==> src/logic/adcic_pkg.sv <==
package adcic_pkg;
    localparam int          CLK_PERIOD_NS   = 10;
    localparam int          CONV_50_US      = 160300;
    localparam int          CONV_60_US      = 133600;
    localparam int          CONV_BOTH_US    = 146900;
    localparam int          CONV_50_CYC     = CONV_50_US * 1000 / CLK_PERIOD_NS;
    localparam int          CONV_60_CYC     = CONV_60_US * 1000 / CLK_PERIOD_NS;
    localparam int          CONV_BOTH_CYC   = CONV_BOTH_US * 1000 / CLK_PERIOD_NS;
    localparam int          EXT_MIN_FREQ_HZ = 10000;
    localparam int          EXT_IDLE_CYC    = 1000000000 / EXT_MIN_FREQ_HZ / CLK_PERIOD_NS;
    localparam int          EXT_NULL_DIV    = 5120;
    localparam logic [7:0]  CFG_RESET       = 8'h00;
    localparam int          CFG_TEMP_BIT    = 3;
    localparam int          CFG_REJ_HI_BIT  = 2;
    localparam int          CFG_REJ_LO_BIT  = 1;
    localparam int          CFG_SPD_BIT     = 0;
    localparam logic [1:0]  REJ_BOTH        = 2'h0;
    localparam logic [1:0]  REJ_50          = 2'h1;
    localparam logic [1:0]  REJ_60          = 2'h2;
    localparam logic [3:0]  ADDR_BASE       = 4'h2;
    localparam int          RESULT_BITS     = 32;
    localparam int          READ_BYTES      = 4;
    localparam int          FIFO_DEPTH      = 16;

    typedef enum logic [1:0] {
        ADCIC_CONV  = 2'b00,
        ADCIC_SLEEP = 2'b01,
        ADCIC_IO    = 2'b11
    } adcic_phase_e;

    typedef enum logic [2:0] {
        ADCIC_IDLE   = 3'b000,
        ADCIC_ADDR   = 3'b001,
        ADCIC_ACK_A  = 3'b011,
        ADCIC_RD     = 3'b010,
        ADCIC_RD_ACK = 3'b110,
        ADCIC_WR     = 3'b111,
        ADCIC_WR_ACK = 3'b101,
        ADCIC_SKIP   = 3'b100
    } adcic_ser_e;
endpackage

==> src/logic/adcic_top.sv <==
`timescale 1ns/1ps
module adcic_fifo #(
    parameter int WIDTH = 32,
    parameter int DEPTH = 16
) (
    input  wire logic             clk_sys,
    input  wire logic             rst_n,
    input  wire logic             in_valid,
    output logic                  in_ready,
    input  wire logic [WIDTH-1:0] in_data,
    output logic                  out_valid,
    input  wire logic             out_ready,
    output logic      [WIDTH-1:0] out_data
);
    localparam int AW = $clog2(DEPTH);
    initial begin
        if (DEPTH < 2 || (1 << AW) != DEPTH) begin
            $error("fifo depth must be a power of two");
        end
    end
    logic [WIDTH-1:0] mem_ff [DEPTH];
    logic [AW-1:0]    wp_ff;
    logic [AW-1:0]    rp_ff;
    logic [AW:0]      cnt_ff;
    logic [AW:0]      nxt_cnt;
    logic             push;
    logic             pop;
    logic             full_ff;
    logic             empty_ff;

    assign push      = in_valid && !full_ff;
    assign pop       = out_ready && !empty_ff;
    assign in_ready  = !full_ff;
    assign out_valid = !empty_ff;
    assign out_data  = mem_ff[rp_ff];
    assign nxt_cnt   = cnt_ff + (AW+1)'(push) - (AW+1)'(pop);

    always_ff @(posedge clk_sys) begin
        if (push) begin
            mem_ff[wp_ff] <= in_data;
        end
    end
    always_ff @(posedge clk_sys or negedge rst_n) begin
        if (!rst_n) begin
            wp_ff    <= '0;
            rp_ff    <= '0;
            cnt_ff   <= '0;
            full_ff  <= 1'b0;
            empty_ff <= 1'b1;
        end else begin
            wp_ff    <= wp_ff + AW'(push);
            rp_ff    <= rp_ff + AW'(pop);
            cnt_ff   <= nxt_cnt;
            full_ff  <= (nxt_cnt == (AW+1)'(DEPTH));
            empty_ff <= (nxt_cnt == '0);
        end
    end
endmodule // adcic_fifo

module adcic_top #(
    parameter int CONV_50_CYC   = adcic_pkg::CONV_50_CYC,
    parameter int CONV_60_CYC   = adcic_pkg::CONV_60_CYC,
    parameter int CONV_BOTH_CYC = adcic_pkg::CONV_BOTH_CYC,
    parameter int EXT_IDLE_CYC  = adcic_pkg::EXT_IDLE_CYC,
    parameter int FIFO_DEPTH    = adcic_pkg::FIFO_DEPTH
) (
    input  wire logic        clk_sys,
    input  wire logic        rst_n,
    input  wire logic        scl_i,
    input  wire logic        sda_i,
    output logic             sda_o,
    output logic             sda_oe,
    input  wire logic        address_pin_tristate_hi,
    input  wire logic        address_pin_tristate_float,
    input  wire logic        address_pin_or_ext_clock,
    input  wire logic        result_valid,
    output logic             result_ready,
    input  wire logic [31:0] result_data,
    output logic             converting,
    output logic             temperature_input_select,
    output logic [1:0]       rejection_mode,
    output logic             double_rate_select,
    output logic             ext_clock_active
);
    initial begin
        if (CONV_50_CYC < 2 || CONV_60_CYC < 2 || CONV_BOTH_CYC < 2 || EXT_IDLE_CYC < 2) begin
            $error("cycle counts too small");
        end
    end

    logic [4:0] pin_s1_ff;
    logic [4:0] pin_s2_ff;
    logic       scl_d_ff;
    logic       sda_d_ff;
    logic       ca0_d_ff;
    always_ff @(posedge clk_sys or negedge rst_n) begin
        if (!rst_n) begin
            pin_s1_ff <= 5'h13;
            pin_s2_ff <= 5'h13;
            scl_d_ff  <= 1'b1;
            sda_d_ff  <= 1'b1;
            ca0_d_ff  <= 1'b1;
        end else begin
            pin_s1_ff <= {address_pin_or_ext_clock, address_pin_tristate_float,
                          address_pin_tristate_hi, sda_i, scl_i};
            pin_s2_ff <= pin_s1_ff;
            scl_d_ff  <= pin_s2_ff[0];
            sda_d_ff  <= pin_s2_ff[1];
            ca0_d_ff  <= pin_s2_ff[4];
        end
    end
    logic scl_s;
    logic sda_s;
    logic scl_rise;
    logic scl_fall;
    logic start_ev;
    logic stop_ev;
    assign scl_s    = pin_s2_ff[0];
    assign sda_s    = pin_s2_ff[1];
    assign scl_rise = scl_s && !scl_d_ff;
    assign scl_fall = !scl_s && scl_d_ff;
    assign start_ev = scl_s && scl_d_ff && !sda_s && sda_d_ff;
    assign stop_ev  = scl_s && scl_d_ff && sda_s && !sda_d_ff;

    logic [31:0] ext_idle_ff;
    logic        ext_act_ff;
    always_ff @(posedge clk_sys or negedge rst_n) begin
        if (!rst_n) begin
            ext_idle_ff <= '0;
            ext_act_ff  <= 1'b0;
        end else if (pin_s2_ff[4] != ca0_d_ff) begin
            ext_idle_ff <= '0;
            ext_act_ff  <= 1'b1;
        end else if (ext_idle_ff < 32'(EXT_IDLE_CYC)) begin
            ext_idle_ff <= ext_idle_ff + 32'h1;
        end else begin
            ext_act_ff  <= 1'b0;
        end
    end

    logic [6:0] own_addr;
    logic [1:0] ca1_code;
    assign ca1_code = pin_s2_ff[3] ? 2'h2 : (pin_s2_ff[2] ? 2'h1 : 2'h0);
    assign own_addr = {adcic_pkg::ADDR_BASE, ca1_code, ext_act_ff | pin_s2_ff[4]};

    // conversion result buffer
    logic        fifo_pop;
    logic        fifo_valid;
    logic [31:0] fifo_data;
    adcic_fifo #(
        .WIDTH (adcic_pkg::RESULT_BITS),
        .DEPTH (FIFO_DEPTH)
    ) u_fifo (
        .clk_sys   (clk_sys),
        .rst_n     (rst_n),
        .in_valid  (result_valid),
        .in_ready  (result_ready),
        .in_data   (result_data),
        .out_valid (fifo_valid),
        .out_ready (fifo_pop),
        .out_data  (fifo_data)
    );

    adcic_pkg::adcic_phase_e phase_ff;
    adcic_pkg::adcic_ser_e   ser_ff;
    logic [7:0]  cfg_ff;
    logic [7:0]  cfg_pend_ff;
    logic        wr_valid_ff;
    logic [31:0] result_ff;
    logic [31:0] tx_ff;
    logic [7:0]  rx_ff;
    logic [3:0]  bit_ff;
    logic [1:0]  byte_ff;
    logic        is_read_ff;
    logic        rd_done_ff;
    logic        sda_oe_ff;
    logic [31:0] timer_ff;
    logic [31:0] conv_target;
    logic        addr_hit;
    logic        do_ack;

    assign addr_hit = (rx_ff[7:1] == own_addr);
    // no second read after full read
    assign do_ack   = addr_hit && (phase_ff != adcic_pkg::ADCIC_CONV) && !(rx_ff[0] && rd_done_ff);

    always_comb begin
        case (cfg_ff[adcic_pkg::CFG_REJ_HI_BIT:adcic_pkg::CFG_REJ_LO_BIT])
            adcic_pkg::REJ_50: conv_target = 32'(CONV_50_CYC);
            adcic_pkg::REJ_60: conv_target = 32'(CONV_60_CYC);
            default:           conv_target = 32'(CONV_BOTH_CYC);
        endcase
        if (cfg_ff[adcic_pkg::CFG_SPD_BIT] && !cfg_ff[adcic_pkg::CFG_TEMP_BIT]) begin
            conv_target = conv_target >> 1;
        end
    end

    assign fifo_pop = (phase_ff == adcic_pkg::ADCIC_CONV) && (timer_ff >= conv_target) && fifo_valid;

    logic rd_complete;
    logic wr_commit;
    assign rd_complete = (ser_ff == adcic_pkg::ADCIC_RD_ACK) && scl_rise && (byte_ff == 2'h3);
    assign wr_commit   = stop_ev && wr_valid_ff;

    always_ff @(posedge clk_sys or negedge rst_n) begin
        if (!rst_n) begin
            phase_ff <= adcic_pkg::ADCIC_CONV;
            timer_ff <= '0;
        end else if (rd_complete || wr_commit) begin
            phase_ff <= adcic_pkg::ADCIC_CONV;
            timer_ff <= '0;
        end else if (phase_ff == adcic_pkg::ADCIC_CONV) begin
            if (fifo_pop) begin
                phase_ff <= adcic_pkg::ADCIC_SLEEP;
            end else if (timer_ff < conv_target) begin
                timer_ff <= timer_ff + 32'h1;
            end
        end else if (ser_ff == adcic_pkg::ADCIC_ACK_A && scl_fall && sda_oe_ff) begin
            phase_ff <= adcic_pkg::ADCIC_IO;
        end else if (stop_ev) begin
            phase_ff <= adcic_pkg::ADCIC_SLEEP;
        end
    end

    always_ff @(posedge clk_sys or negedge rst_n) begin
        if (!rst_n) begin
            result_ff <= '0;
        end else if (fifo_pop) begin
            result_ff <= fifo_data;
        end
    end

    always_ff @(posedge clk_sys or negedge rst_n) begin
        if (!rst_n) begin
            cfg_ff <= adcic_pkg::CFG_RESET;
        end else if (wr_commit) begin
            cfg_ff <= cfg_pend_ff;
        end
    end

    // serial engine
    always_ff @(posedge clk_sys or negedge rst_n) begin
        if (!rst_n) begin
            ser_ff      <= adcic_pkg::ADCIC_IDLE;
            rx_ff       <= '0;
            tx_ff       <= '0;
            bit_ff      <= '0;
            byte_ff     <= '0;
            is_read_ff  <= 1'b0;
            sda_oe_ff   <= 1'b0;
            wr_valid_ff <= 1'b0;
            cfg_pend_ff <= adcic_pkg::CFG_RESET;
            rd_done_ff  <= 1'b0;
        end else if (start_ev) begin
            ser_ff    <= adcic_pkg::ADCIC_ADDR;
            bit_ff    <= '0;
            sda_oe_ff <= 1'b0;
        end else if (stop_ev) begin
            ser_ff      <= adcic_pkg::ADCIC_IDLE;
            sda_oe_ff   <= 1'b0;
            wr_valid_ff <= 1'b0;
            rd_done_ff  <= 1'b0;
        end else begin
            case (ser_ff)
                adcic_pkg::ADCIC_ADDR, adcic_pkg::ADCIC_WR: begin
                    if (scl_rise) begin
                        rx_ff  <= {rx_ff[6:0], sda_s};
                        bit_ff <= bit_ff + 4'h1;
                    end else if (scl_fall && bit_ff == 4'h8) begin
                        if (ser_ff == adcic_pkg::ADCIC_WR) begin
                            ser_ff      <= adcic_pkg::ADCIC_WR_ACK;
                            sda_oe_ff   <= 1'b1;
                            cfg_pend_ff <= rx_ff;
                            wr_valid_ff <= 1'b1;
                        end else begin
                            ser_ff     <= do_ack ? adcic_pkg::ADCIC_ACK_A : adcic_pkg::ADCIC_SKIP;
                            sda_oe_ff  <= do_ack;
                            is_read_ff <= rx_ff[0];
                            tx_ff      <= result_ff;
                            byte_ff    <= '0;
                        end
                    end
                end
                adcic_pkg::ADCIC_ACK_A: begin
                    if (scl_fall) begin
                        bit_ff <= '0;
                        if (is_read_ff) begin
                            ser_ff    <= adcic_pkg::ADCIC_RD;
                            sda_oe_ff <= !tx_ff[31];
                            tx_ff     <= {tx_ff[30:0], 1'b0};
                        end else begin
                            ser_ff    <= adcic_pkg::ADCIC_WR;
                            sda_oe_ff <= 1'b0;
                        end
                    end
                end
                adcic_pkg::ADCIC_RD: begin
                    if (scl_rise) begin
                        bit_ff <= bit_ff + 4'h1;
                    end else if (scl_fall) begin
                        if (bit_ff == 4'h8) begin
                            ser_ff    <= adcic_pkg::ADCIC_RD_ACK;
                            sda_oe_ff <= 1'b0;
                        end else begin
                            sda_oe_ff <= !tx_ff[31];
                            tx_ff     <= {tx_ff[30:0], 1'b0};
                        end
                    end
                end
                adcic_pkg::ADCIC_RD_ACK: begin
                    if (scl_rise) begin
                        if (byte_ff == 2'h3) begin
                            ser_ff     <= adcic_pkg::ADCIC_SKIP;
                            rd_done_ff <= 1'b1;
                            tx_ff      <= '0;
                        end else if (sda_s) begin
                            ser_ff <= adcic_pkg::ADCIC_SKIP;
                        end
                        byte_ff <= byte_ff + 2'h1;
                    end else if (scl_fall) begin
                        ser_ff    <= adcic_pkg::ADCIC_RD;
                        bit_ff    <= '0;
                        sda_oe_ff <= !tx_ff[31];
                        tx_ff     <= {tx_ff[30:0], 1'b0};
                    end
                end
                adcic_pkg::ADCIC_WR_ACK: begin
                    if (scl_fall) begin
                        ser_ff    <= adcic_pkg::ADCIC_SKIP;
                        sda_oe_ff <= 1'b0;
                    end
                end
                default: begin
                    sda_oe_ff <= 1'b0;
                end
            endcase
        end
    end

    assign sda_o                    = 1'b0;
    assign sda_oe                   = sda_oe_ff;
    assign converting               = (phase_ff == adcic_pkg::ADCIC_CONV);
    assign temperature_input_select = cfg_ff[adcic_pkg::CFG_TEMP_BIT];
    assign rejection_mode           = cfg_ff[adcic_pkg::CFG_REJ_HI_BIT:adcic_pkg::CFG_REJ_LO_BIT];
    assign double_rate_select       = cfg_ff[adcic_pkg::CFG_SPD_BIT] && !cfg_ff[adcic_pkg::CFG_TEMP_BIT];
    assign ext_clock_active         = ext_act_ff;

    a_conv_nak: assert property (@(posedge clk_sys) disable iff (!rst_n)
        (ser_ff == adcic_pkg::ADCIC_ADDR && scl_fall && bit_ff == 4'h8 && converting)
        |=> !sda_oe_ff) else $error("acknowledged while converting");
    a_sleep_hold: assert property (@(posedge clk_sys) disable iff (!rst_n)
        (phase_ff == adcic_pkg::ADCIC_SLEEP) |=> $stable(result_ff)) else $error("result changed in sleep");
    a_conv_to_sleep: assert property (@(posedge clk_sys) disable iff (!rst_n)
        fifo_pop |=> (phase_ff == adcic_pkg::ADCIC_SLEEP)) else $error("no sleep after conversion");
    a_read_restart: assert property (@(posedge clk_sys) disable iff (!rst_n)
        rd_complete |=> converting && timer_ff == 32'h0 && rd_done_ff) else $error("no restart after read");
    a_write_apply: assert property (@(posedge clk_sys) disable iff (!rst_n)
        wr_commit |=> converting && cfg_ff == $past(cfg_pend_ff)) else $error("config not applied");
    a_cfg_stable: assert property (@(posedge clk_sys) disable iff (!rst_n)
        !wr_commit |=> $stable(cfg_ff)) else $error("config changed without write");
    a_oe_when_low: assert property (@(posedge clk_sys) disable iff (!rst_n)
        ($changed(sda_oe_ff) && !$past(start_ev) && !$past(stop_ev)) |-> !scl_d_ff) else $error("oe with scl high");
    a_stop_release: assert property (@(posedge clk_sys) disable iff (!rst_n)
        stop_ev |=> !sda_oe_ff && ser_ff == adcic_pkg::ADCIC_IDLE) else $error("stop not honoured");
    a_start_addr: assert property (@(posedge clk_sys) disable iff (!rst_n)
        start_ev |=> ser_ff == adcic_pkg::ADCIC_ADDR && bit_ff == 4'h0) else $error("start not honoured");
    a_temp_speed: assert property (@(posedge clk_sys) disable iff (!rst_n)
        (temperature_input_select && rejection_mode == adcic_pkg::REJ_BOTH)
        |-> conv_target == 32'(CONV_BOTH_CYC)) else $error("double rate with temperature input");
    a_no_reread: assert property (@(posedge clk_sys) disable iff (!rst_n)
        (rd_done_ff && ser_ff == adcic_pkg::ADCIC_ADDR && scl_fall && bit_ff == 4'h8 && rx_ff[0])
        |=> !sda_oe_ff) else $error("second read acknowledged");
    a_ext_addr: assert property (@(posedge clk_sys) disable iff (!rst_n)
        ext_act_ff |-> own_addr[0]) else $error("address bit not forced high");
endmodule // adcic_top

==> config.mk <==
export PLATFORM = sky130hd
export DESIGN_NAME = adcic_top
export DESIGN_NICKNAME = d
export VERILOG_FILES = /design/src/logic/adcic_pkg.sv /design/src/logic/adcic_top.sv
export SDC_FILE = /design/constraint.sdc
export NUM_CORES = 1
export LEC_CHECK = 0
export BUFFER_PORTS_ARGS = -buffer_cell sky130_fd_sc_hd__buf_2
export CAP_MARGIN = 25
export CORE_ASPECT_RATIO = 1.4
export CORE_MARGIN = 5
export CORE_UTILIZATION = 50
export CTS_BUF_LIST = sky130_fd_sc_hd__clkbuf_16
export DETAILED_ROUTE_END_ITERATION = 16
export PLACE_DENSITY = 0.66
export SYNTH_ARGS = -nofsm -noshare
export SYNTH_HDL_FRONTEND = slang
export SYNTH_SLANG_ARGS = --single-unit
export TNS_END_PERCENT = 20
==> constraint.sdc <==
create_clock -name clk_sys -period 7.69 [get_ports clk_sys]
set_clock_uncertainty 0.05 [all_clocks]
set_input_delay 1.538 -clock clk_sys [delete_from_list [all_inputs] [get_ports clk_sys]]
set_output_delay 1.538 -clock clk_sys [all_outputs]
set_load 0.01 [all_outputs]
==> flow_summary.toml <==
[synth]
netlist_top_cells_count = "edfxtp_1 (512), dfrtp_1 (178), mux4_2 (160), nor2_1 (76), a21oi_1 (70)"
synth_seq_cells = 700
yosysWarnings = 0
yosysMostFrequentCell = "edfxtp_1"
synth_fp_nets = 1673
yosysTopAreaCell = "edfxtp_1"
synth_edf_count = 512
synth_area_sq_mm = 0.02852
synth_cells = 1591
postSynth.asyncResetShare_pct = 26.86
yosys.cell_types.count = 73
synthTopCellsByArea = "edfxtp_1 (54%), dfrtp_1 (16%), mux4_2 (13%)"
yosysTopAreaCellShare_pct = 53.90
ys.flop_type = "edfxtp_1"
syn_avg_cell_area_sq_um = 17.93
ys_seq_area_share_pct = 70.44

[global_route]
grt_remaining_overflow = 0
grt_pass1_vias = 15180
antenna_found_initial = 6
grt_pass1_wl_um = 91250
grt_start_max_net_pins = 87
grt_usage_pct = 19.37

[drt]
drtIter0Drc = 1295
vias = 14550
ant_nets = 0
via_per_inst = 5.945
drc_errors = 0
drt_wl_total_um = 59450
wl_per_cell_um = 24.28
dr.pass1.iters = 5

[clock_tree]
clkTransAtPathRegs_ps = 60
cts_sinks = 700
cts_max_level = 3
clk_path_buf_depth = 3
cts_resized = 0
cts-hold-fix-buffers = 0
clock_tree.root_cell = "clkbuf_16"
cts_tree = "yes"
post_cts_buffers = 0
cts_buffers = 67
insertion_delay_ps = 590

[cells_and_area]
fin_nets = 1743
stdcell_count = 2448
drive_above_1_share_pct = 25.06
fillers = 4280
stdcell_area_sq_mm = 0.03182
areaGrowthSynthToFinish_pct = 11.56

[job]
drv_cap = 0

[sta]
timing.final.crit_period_ps = 5479
finalMaxSlewViolations = 0
worstMarginPinSlew_ps = 1006
rsz0062_at_grt = "no"
relSlewSlack_pct = 32.72
fmax_mhz = 182.5
setup_viol_count_final = 0
tns_ps = 0
period_share_pct = 71.25
hold_viol = 0

[floorplanning]
dieArea_sq_mm = 0.06199
start_util_pct = 50.53
core_area_sq_mm = 0.05645
die_h_um = 292.6
pin_count = 49
die_w_um = 211.9
rows = 103

[critical_path]
end_kind = "flip-flop"
start_kind = "flip-flop"
cp_max_fo = 41
arrival_ps = 5930
critPathKind = "reg2reg"
cp_data_required_time_ps = 8140
ff2ff_path_depth = 20

[place]
hpwl_um = 33090
place_inst = 2326
io_buffers = 47
place.gp.congestion = 0.8495
dpl_cell_area_sq_mm = 0.02976

[min_path]
min_path_type = "reg2reg"
worstHoldPathCells = 0

[pwr]
power_density_mw_per_mm2 = 262.2
p_leak_nw = 11.29
vdd.ir_drop.worst_mv = 0.1392

[status]
status = "completed"
==> area by class of cell <==
cell class              count  area (sq um)  area share (%)
repair buffers             82         526.8           1.655
multi-input cells         772          8077           25.38
well taps                 735         919.6           2.890
clock inverters            51         326.6           1.026
clock buffers              69          1727           5.426
flip-flops and latches    700         20100           63.17
inverters                  38         142.6          0.4482
diodes                      1         2.502        0.007863
==> worst max-delay path: stages, from the launching register on <==
cell	delay [ps]
dfrtp_1	390
nand2b_1	290
inv_2	250
fa_1	210
inv_1	40
ha_1	260
and4_1	210
nand2_1	60
mux2_4	280
or4_4	570
o2111ai_4	830
o21ai_4	120
inv_1	120
ha_1	230
inv_1	60
ha_1	150
inv_1	60
fa_1	410
xnor2_1	180
or4_1	500
nor2b_1	120
==> metrics by stage <==
step	hold slack, ps	setup WS, ps	power [mW]	util (%)
after floorplan	281.2	2637	4.958	-
after global placement	293.7	2389	5.284	52.67
after detailed placement	296.5	2255	5.321	52.72
after CTS	306.0	2230	8.441	56.36
after global routing	311.5	1936	8.653	56.37
final	300.7	2211	8.343	56.38
==> flip-flops by register name (all words and copies together), names as in the netlist, 5 cells and up <==
signal	cells
ext_idle_ff	32
timer_ff	32
u_fifo.mem_ff	512
result_ff	32
tx_ff	32
u_fifo.cnt_ff	5
pin_s1_ff	5
rx_ff	8
pin_s2_ff	5
==> cell families after synthesis <==
family | share of synthesized area, %
xor+xnor | 0.6755
other cells | 0.01315
simple gates | 5.360
compound gates | 4.597
buf+inv | 1.763
flops | 70.44
fa+ha+maj | 1.895
mux | 15.26
==> worst paths after layout <==
check / startpoint / slack (ps) / end
min in group asynchronous: rst_n / 930 / ext_idle_ff[6]$_DFFE_PN0P_
worst max-delay path: cfg_ff[3]$_DFFE_PN0P_ / 2210 / u_fifo.full_ff$_DFF_PN0_
max in group asynchronous: rst_n / 5450 / tx_ff[24]$_DFFE_PN0P_
worst max register to register: cfg_ff[3]$_DFFE_PN0P_ / 2210 / u_fifo.full_ff$_DFF_PN0_
worst min register to register: pin_s1_ff[1]$_DFF_PN1_ / 300 / pin_s2_ff[1]$_DFF_PN1_
worst min-delay path: pin_s1_ff[1]$_DFF_PN1_ / 300 / pin_s2_ff[1]$_DFF_PN1_
==> per-layer routing <==
metal | track usage [%] | wire length, um
met5 | 0 | 65
met4 | 5.926 | 1287
met3 | 3.021 | 3016
met2 | 33.60 | 31430
met1 | 25.42 | 23650
==> power by group <==
group / total (mW) / switching (mW) / internal, mW
sequential: 4.53 / 0.114 / 4.41
combinational: 0.702 / 0.482 / 0.220
clock: 3.11 / 1.35 / 1.76
total: 8.34 / 1.95 / 6.39
==> cell usage in the layout, fill, tap and decap left out, drive strengths merged, types with 18 or more instances in the layout <==
master and instances:
a22oi 33, buf 81, dfrtp 178, clkbuf 70, a21oi 70, and2 23, mux4 160, clkinv 25
o21ai 28, inv 58, nand3 23, and3 20, ha 40, nand2 52, mux2 53, or4 18
edfxtp 512, nor2 76
(Power assumes the default switching activity.)
